===== config.mk =====
export PLATFORM = sky130hd
export DESIGN_NAME = blp_transitions
export DESIGN_NICKNAME = d
export VERILOG_FILES = /design/src/hdl/blp_pkg.sv /design/src/hdl/blp_sync.sv /design/src/hdl/blp_transitions.sv
export VERILOG_INCLUDE_DIRS = /design/src /design/src/hdl
export SDC_FILE = /design/constraint.sdc
export NUM_CORES = 1
export LEC_CHECK = 0
export ABC_AREA = 1
export ABC_CLOCK_PERIOD_IN_PS = 4900
export BUFFER_PORTS_ARGS = -buffer_cell sky130_fd_sc_hd__buf_2
export CORE_MARGIN = 2
export CORE_UTILIZATION = 45
export DETAILED_ROUTE_END_ITERATION = 10
export SLEW_MARGIN = 20
export SYNTH_ARGS = -nofsm -noshare
export SYNTH_HDL_FRONTEND = slang
export SYNTH_HIERARCHICAL = 1
export SYNTH_SLANG_ARGS = --single-unit

===== constraint.sdc =====
create_clock -name clock -period 4.9 [get_ports clock]
set_clock_uncertainty 0.2 [all_clocks]
set_input_delay 0.98 -clock clock [delete_from_list [all_inputs] [get_ports clock]]
set_output_delay 0.98 -clock clock [all_outputs]
set_load 0.1 [all_outputs]

===== src/hdl/blp_cfg.svh =====
`ifndef BLP_CFG_SVH
`define BLP_CFG_SVH

// clock and dwell timing
`define BLP_CLK_PERIOD_NS  20
`define BLP_STEP_NS        1000
`define BLP_STEP_CYCLES    ((`BLP_STEP_NS + `BLP_CLK_PERIOD_NS - 1) / `BLP_CLK_PERIOD_NS)
`define BLP_CNT_W          6

// reduced cpu clock, in kHz
`define BLP_SLOW_CLK_KHZ   9200

// synchroniser lanes and their idle levels
`define BLP_SYNC_LANES     5
`define BLP_LANE_SLOW      0
`define BLP_LANE_SLEEP     1
`define BLP_LANE_SUSP      2
`define BLP_LANE_EXT       3
`define BLP_LANE_BTN       4
`define BLP_SYNC_RST       5'h07

`endif


===== src/hdl/blp_pkg.sv =====
package blp_pkg;

   typedef enum logic [2:0]
   {
      BLP_HIGH_SPEED = 3'h0,
      BLP_LOW_SPEED  = 3'h1,
      BLP_DOZE       = 3'h2,
      BLP_SLEEP      = 3'h3,
      BLP_SUSPEND    = 3'h4
   } blp_mode_t;

endpackage


===== src/hdl/blp_sync.sv =====
`timescale 1ns/10ps
`default_nettype none

module blp_sync
#(
   parameter logic RST_VAL = 1'b0
)
(
   // clock and reset
   input  wire logic clock,
   input  wire logic rst_n,
   // pin in, filtered level out
   input  wire logic pin_in,
   output var  logic level_r
);

   logic ff1_r;
   logic ff2_r;
   logic ff3_r;

   always_ff @(posedge clock or negedge rst_n)
   begin
      if (!rst_n)
      begin
         ff1_r <= RST_VAL;
         ff2_r <= RST_VAL;
         ff3_r <= RST_VAL;
      end
      else
      begin
         ff1_r <= pin_in;
         ff2_r <= ff1_r;
         ff3_r <= ff2_r;
      end
   end

   // take a new level once two stages agree
   always_ff @(posedge clock or negedge rst_n)
   begin
      if (!rst_n)
      begin
         level_r <= RST_VAL;
      end
      else if (ff2_r == ff3_r)
      begin
         level_r <= ff3_r;
      end
   end

endmodule

`default_nettype wire


===== src/hdl/blp_transitions.sv =====
// How it works
// - first low-battery input, enabled, forces cpu clock to fixed 9.2 MHz while the unit is in High Speed.
// - second low-battery input, enabled, drives the unit into Sleep.
// - third low-battery input, enabled, drives the unit into Suspend.
// - each of the three transitions has its own enable mask.
// - levels of first two battery inputs and external power are readable.
// - battery inputs act only while external power reads absent.
// - external power rising after a battery transition returns to High Speed.
// - battery entry from High Speed walks Low Speed, then Doze, then the target mode; Sleep goes straight to Suspend.
// - in Sleep or Suspend, button press or power toggle wakes to High Speed.
// - Sleep stops cpu and high-speed pll; low-speed pll follows a config bit.
`timescale 1ns/10ps
`default_nettype none
`include "blp_cfg.svh"

module blp_transitions
(
   // clock and reset
   input  wire logic            clock,
   input  wire logic            rst_n,
   // pins from battery monitor, adapter detector and resume button
   input  wire logic            batt_low_slow_n,
   input  wire logic            batt_low_sleep_n,
   input  wire logic            batt_low_suspend_n,
   input  wire logic            ext_power_present,
   input  wire logic            resume_button,
   // transition enables and pll config
   input  wire logic            en_slow,
   input  wire logic            en_sleep,
   input  wire logic            en_suspend,
   input  wire logic            ls_pll_lowpwr_on,
   // readable pin levels
   output var  logic            batt_low_slow_lvl_r,
   output var  logic            batt_low_sleep_lvl_r,
   output var  logic            ext_power_lvl_r,
   // mode and clock controls
   output var  logic [2:0]      pmu_mode_r,
   output var  logic            cpu_slow_force_r,
   output var  logic            cpu_clk_en_r,
   output var  logic            hs_pll_en_r,
   output var  logic            ls_pll_en_r
);

   localparam logic [`BLP_CNT_W-1:0] STEP_LAST = `BLP_CNT_W'(`BLP_STEP_CYCLES - 1);

   logic [`BLP_SYNC_LANES-1:0] raw;
   logic [`BLP_SYNC_LANES-1:0] syn;

   blp_pkg::blp_mode_t mode_r;
   blp_pkg::blp_mode_t mode_nxt;
   blp_pkg::blp_mode_t tgt_r;
   blp_pkg::blp_mode_t tgt_nxt;
   blp_pkg::blp_mode_t want;
   logic [`BLP_CNT_W-1:0] cnt_r;
   logic [`BLP_CNT_W-1:0] cnt_nxt;
   logic                  caused_r;
   logic                  caused_nxt;
   logic                  ext_prev_r;
   logic                  btn_prev_r;
   logic                  ext_absent;
   logic                  slow_act;
   logic                  sleep_act;
   logic                  susp_act;
   logic                  ext_rise;
   logic                  ext_tog;
   logic                  btn_rise;

   function automatic blp_pkg::blp_mode_t deeper(input blp_pkg::blp_mode_t a, input blp_pkg::blp_mode_t b);
      deeper = (a > b) ? a : b;
   endfunction

   assign raw[`BLP_LANE_SLOW]  = batt_low_slow_n;
   assign raw[`BLP_LANE_SLEEP] = batt_low_sleep_n;
   assign raw[`BLP_LANE_SUSP]  = batt_low_suspend_n;
   assign raw[`BLP_LANE_EXT]   = ext_power_present;
   assign raw[`BLP_LANE_BTN]   = resume_button;

   // pin synchronisers
   genvar gi;
   generate
      for (gi = 0; gi < `BLP_SYNC_LANES; gi = gi + 1)
      begin : g_sync
         blp_sync
         #(
            .RST_VAL (1'(`BLP_SYNC_RST >> gi))
         )
         u_sync
         (
            .clock   (clock),
            .rst_n   (rst_n),
            .pin_in  (raw[gi]),
            .level_r (syn[gi])
         );
      end
   endgenerate

   assign ext_absent = ~syn[`BLP_LANE_EXT];
   assign slow_act   = ~syn[`BLP_LANE_SLOW] & en_slow & ext_absent;
   assign sleep_act  = ~syn[`BLP_LANE_SLEEP] & en_sleep & ext_absent;
   assign susp_act   = ~syn[`BLP_LANE_SUSP] & en_suspend & ext_absent;
   assign ext_rise   = syn[`BLP_LANE_EXT] & ~ext_prev_r;
   assign ext_tog    = syn[`BLP_LANE_EXT] ^ ext_prev_r;
   assign btn_rise   = syn[`BLP_LANE_BTN] & ~btn_prev_r;

   // deepest request wins
   always_comb
   begin
      want = blp_pkg::BLP_HIGH_SPEED;
      if (susp_act)
      begin
         want = blp_pkg::BLP_SUSPEND;
      end
      else if (sleep_act)
      begin
         want = blp_pkg::BLP_SLEEP;
      end
   end

   // mode sequencer
   always_comb
   begin
      mode_nxt   = mode_r;
      tgt_nxt    = tgt_r;
      cnt_nxt    = cnt_r;
      caused_nxt = caused_r;
      case (mode_r)
         blp_pkg::BLP_HIGH_SPEED:
         begin
            if (want != blp_pkg::BLP_HIGH_SPEED)
            begin
               mode_nxt   = blp_pkg::BLP_LOW_SPEED;
               tgt_nxt    = want;
               cnt_nxt    = '0;
               caused_nxt = 1'b1;
            end
         end
         blp_pkg::BLP_LOW_SPEED,
         blp_pkg::BLP_DOZE:
         begin
            tgt_nxt = deeper(tgt_r, want);
            if (caused_r && ext_rise)
            begin
               mode_nxt   = blp_pkg::BLP_HIGH_SPEED;
               caused_nxt = 1'b0;
            end
            else if (cnt_r == STEP_LAST)
            begin
               cnt_nxt  = '0;
               mode_nxt = (mode_r == blp_pkg::BLP_LOW_SPEED) ? blp_pkg::BLP_DOZE : deeper(tgt_r, want);
            end
            else
            begin
               cnt_nxt = `BLP_CNT_W'(cnt_r + 1'b1);
            end
         end
         blp_pkg::BLP_SLEEP,
         blp_pkg::BLP_SUSPEND:
         begin
            if (btn_rise || ext_tog || (caused_r && ext_rise))
            begin
               mode_nxt   = blp_pkg::BLP_HIGH_SPEED;
               caused_nxt = 1'b0;
            end
            else if (mode_r == blp_pkg::BLP_SLEEP && susp_act)
            begin
               mode_nxt = blp_pkg::BLP_SUSPEND;
               tgt_nxt  = blp_pkg::BLP_SUSPEND;
            end
         end
         default:
         begin
            mode_nxt   = blp_pkg::BLP_HIGH_SPEED;
            caused_nxt = 1'b0;
         end
      endcase
   end

   always_ff @(posedge clock or negedge rst_n)
   begin
      if (!rst_n)
      begin
         mode_r   <= blp_pkg::BLP_HIGH_SPEED;
         tgt_r    <= blp_pkg::BLP_HIGH_SPEED;
         cnt_r    <= '0;
         caused_r <= 1'b0;
      end
      else
      begin
         mode_r   <= mode_nxt;
         tgt_r    <= tgt_nxt;
         cnt_r    <= cnt_nxt;
         caused_r <= caused_nxt;
      end
   end

   // edge history
   always_ff @(posedge clock or negedge rst_n)
   begin
      if (!rst_n)
      begin
         ext_prev_r <= 1'b0;
         btn_prev_r <= 1'b0;
      end
      else
      begin
         ext_prev_r <= syn[`BLP_LANE_EXT];
         btn_prev_r <= syn[`BLP_LANE_BTN];
      end
   end

   // readable levels
   always_ff @(posedge clock or negedge rst_n)
   begin
      if (!rst_n)
      begin
         batt_low_slow_lvl_r  <= 1'b1;
         batt_low_sleep_lvl_r <= 1'b1;
         ext_power_lvl_r      <= 1'b0;
      end
      else
      begin
         batt_low_slow_lvl_r  <= syn[`BLP_LANE_SLOW];
         batt_low_sleep_lvl_r <= syn[`BLP_LANE_SLEEP];
         ext_power_lvl_r      <= syn[`BLP_LANE_EXT];
      end
   end

   // clock and pll controls from next mode
   always_ff @(posedge clock or negedge rst_n)
   begin
      if (!rst_n)
      begin
         pmu_mode_r       <= 3'h0;
         cpu_slow_force_r <= 1'b0;
         cpu_clk_en_r     <= 1'b1;
         hs_pll_en_r      <= 1'b1;
         ls_pll_en_r      <= 1'b1;
      end
      else
      begin
         pmu_mode_r       <= mode_nxt;
         cpu_slow_force_r <= slow_act && (mode_nxt == blp_pkg::BLP_HIGH_SPEED);
         cpu_clk_en_r     <= (mode_nxt == blp_pkg::BLP_HIGH_SPEED) || (mode_nxt == blp_pkg::BLP_LOW_SPEED);
         hs_pll_en_r      <= (mode_nxt == blp_pkg::BLP_HIGH_SPEED) || (mode_nxt == blp_pkg::BLP_LOW_SPEED);
         ls_pll_en_r      <= (mode_nxt == blp_pkg::BLP_HIGH_SPEED) || (mode_nxt == blp_pkg::BLP_LOW_SPEED) ||
                             ls_pll_lowpwr_on;
      end
   end

endmodule

`default_nettype wire


==> results.py <==
metrics = {
    "place": {
        "place.gp.congestion": 0.879,
        "placed_area_mm2": 0.00198,
        "io_buffers": 20,
        "dp_hpwl_um": 2520,
    },
    "min_path": {
        "min_path_cells": 0,
        "hp-start": "g_sync[1].u_sync/ff1_r",
        "holdPathEnd": "g_sync[1].u_sync/ff2_r",
        "min_path_type": "flip-flop to flip-flop",
    },
    "critical_path": {
        "r2r_setup_slack_ps": 2510,
        "worst_ep_required_time_ps": 4930,
        "reg2reg_from": "g_sync[3].u_sync/level_r",
        "critPathMostFrequentCell": "nand2_1",
        "cp_slowest_cell": "ha_1",
        "worst-path-max-fanout": 5,
        "crit_arrival_ps": 2570,
        "critical_path_class": "primary input to flip-flop",
        "rr_endpoint": "cpu_slow_force_r",
        "reg2reg_depth": 13,
        "cp_cell_sequence": "buf_2 > nand2_1 > nor2_2 > inv_1 > ha_1 > nand3_1 > nand2_1 > nand2_1 > nand2_1 > nand2_1 > a21oi_2 > nand3_2 > nor2_1",
        "max_stage_delay_ps": 300,
        "cp-end-kind": "flip-flop",
        "start_kind": "primary input",
    },
    "die": {
        "die_w_um": 67.8,
        "row_count": 23,
        "die_area_mm2": 0.00459,
        "die_h_um": 67.8,
        "core_area_mm2": 0.00394,
        "initial_core_util_pct": 46.4,
        "boundaryPins": 21,
    },
    "sta": {
        "slew_headroom_pct": 43.6,
        "period_needed_ps": 2540,
        "finalSetupViolations": 0,
        "slew_violations": 0,
        "finalHoldViolCount": 0,
        "tns_ps": 0,
        "fmax_mhz": 394,
        "tightest_slew_ps": 846,
        "period_share_pct": 51.8,
        "hold_slack_ps": 157,
        "rsz0062_at_grt": "no",
    },
    "power": {
        "vdd_drop_max_v": 0.000208,
        "p_total_mw": 0.819,
        "powerDensity_mw_per_mm2": 388,
        "p_leak_nw": 1.08,
    },
    "routing": {
        "drt-pass1-iter-count": 4,
        "vias": 1319,
        "via_per_inst": 4.78,
        "drt-initial-drc-count": 42,
        "wl_per_cell_um": 12.0,
        "ant_nets": 0,
        "drc": 0,
        "wl_um": 3330,
    },
    "yosys": {
        "synth.distinct_cells": 31,
        "synth.top_cell.area_share_pct": 32.8,
        "ys_top_cells_by_area": "dfrtp_1, dfstp_2, nand2_1",
        "avgSynthCellArea_um2": 9.19,
        "synth.ff_latch_count": 40,
        "synth-main-ff-cell": "dfrtp_1",
        "ys_seq_area_share_pct": 55.8,
        "yosys.area.top_type": "dfrtp_1",
        "synth_edf_count": 0,
        "yosysWarnings": 6,
        "synthArstFlopShare_pct": 100,
        "synth_nets": 216,
        "netlist_area_mm2": 0.00183,
        "syn_inst": 199,
    },
    "cells_and_area": {
        "syn2layout_area_growth_pct": 15.4,
        "nets": 242,
        "final_common_cell": "nand2_1",
        "regArea_mm2": 0.00102,
        "final_cell_mix": "nand2_1, inv_1, dfrtp_1, buf_2, nor2_1",
        "drive_gt1_share_pct": 31.4,
        "multiInputGateArea_um2": 677,
        "diodes": 0,
        "nFillCells": 350,
        "fin_area_mm2": 0.00211,
    },
    "clocking": {
        "ctsLongestPathBuffers": 2,
        "cts_tree": "yes",
        "cts_buffers": 5,
        "cts.htree.levels": 2,
        "clock_latency_ps": 290,
        "clk_pin_slew_ps": 80,
        "cts_resized": 0,
        "clock-root-buffer": "clkbuf_8",
        "cts_setup_buffers": 0,
        "cts.sinks": 40,
        "postCtsHoldBufs": 0,
    },
    "global_routing": {
        "overflow": 0,
        "grt_max_degree": 41,
        "grt_pass1_vias": 1310,
        "grt_pass1_wl_um": 5520,
        "antenna_found_initial": 0,
        "grt.total_usage_pct": 16.5,
    },
    "status": {
        "status": "finished clean",
    },
    "flow_run": {
        "cap_violations": 0,
    },
}
where the power goes:
group	leakage [nW]	internal [mW]	switching, mW	total [mW]
clock network	0.0645	0.180	0.110	0.290
registers	0.459	0.363	0.0189	0.382
logic	0.559	0.0459	0.101	0.147
total	1.08	0.589	0.230	0.819
registers in the layout (all words and copies together) (netlist names):
signal and count:
batt_low_sleep_lvl_r 1, batt_low_slow_lvl_r 1, btn_prev_r 1, caused_r 1, cnt_r 6, cpu_slow_force_r 1
ext_power_lvl_r 1, g_sync.u_sync/ff1_r 5, g_sync.u_sync/ff2_r 5, g_sync.u_sync/ff3_r 5, g_sync.u_sync/level_r 5, hs_pll_en_r 1
ls_pll_en_r 1, pmu_mode_r 3, tgt_r 3
worst max-delay path by stage:
stage,startpoint,depth (start not counted),end
2_1_floorplan,en_suspend,13,cpu_slow_force_r
6_report,en_sleep,13,cpu_slow_force_r
3_3_place_gp,en_sleep,13,cpu_slow_force_r
3_5_place_dp,en_sleep,13,cpu_slow_force_r
4_1_cts,en_sleep,13,cpu_slow_force_r
5_1_grt,en_sleep,13,cpu_slow_force_r
final cells by class:
| type | count | share of cell area [%] |
|---|---|---|
| Sequential cell | 40 | 48.4 |
| Inverter | 33 | 5.87 |
| Clock buffer | 7 | 4.56 |
| Tap cell | 50 | 2.96 |
| Clock inverter | 1 | 1.42 |
| Multi-Input combinational cell | 125 | 32.1 |
| Timing Repair Buffer | 20 | 4.74 |
cell families (layout without fill, tap and decap cells):
kind of cell,count (synthesis),after routing,share of synthesized area (%)
compound gates,26,26,8.82
fa+ha+maj,6,6,4.10
buf+inv,34,61,7.18
flops,40,40,55.8
simple gates,93,93,24.1
cells in the mapped netlist (2+ instances only):
master    number
inv_1         25
nand2_1       41
ha_1           6
nand3_1       14
o211ai_1       2
dfrtp_1       24
inv_2          8
a21oi_1       10
o21ai_1        3
o21bai_1       2
o21ai_0        3
nor2_2         8
dfstp_2       16
nor2_1        17
nand2_2        3
nand3_2        2
worst max-delay path, delay by kind of cell:
family | cells | cell delay, ps
AO/OA/AOI/OAI | 1 | 190
buffers and inverters | 2 | 180
AND/OR/NAND/NOR | 9 | 930
adder cells (fa/ha/maj) | 1 | 300
stage by stage:
step           worst slack [ps]  util [%]  instances
2_1_floorplan              2380         -        199
3_3_place_gp               2120      50.3        268
3_5_place_dp               2060      50.3        268
4_1_cts                    2360      53.5        276
5_1_grt                    2150      53.5        276
6_report                   2360      53.5        276
per-layer routing:
metal	GRT usage (%)	up-vias	part of all wire, %
li1	-	676	-
met4	7.40	0	2.2
met1	18.7	616	45
met2	28.6	18	50
met3	4.83	9	3.1
met5	0	-	0
Power figures use the tool's default switching activity.
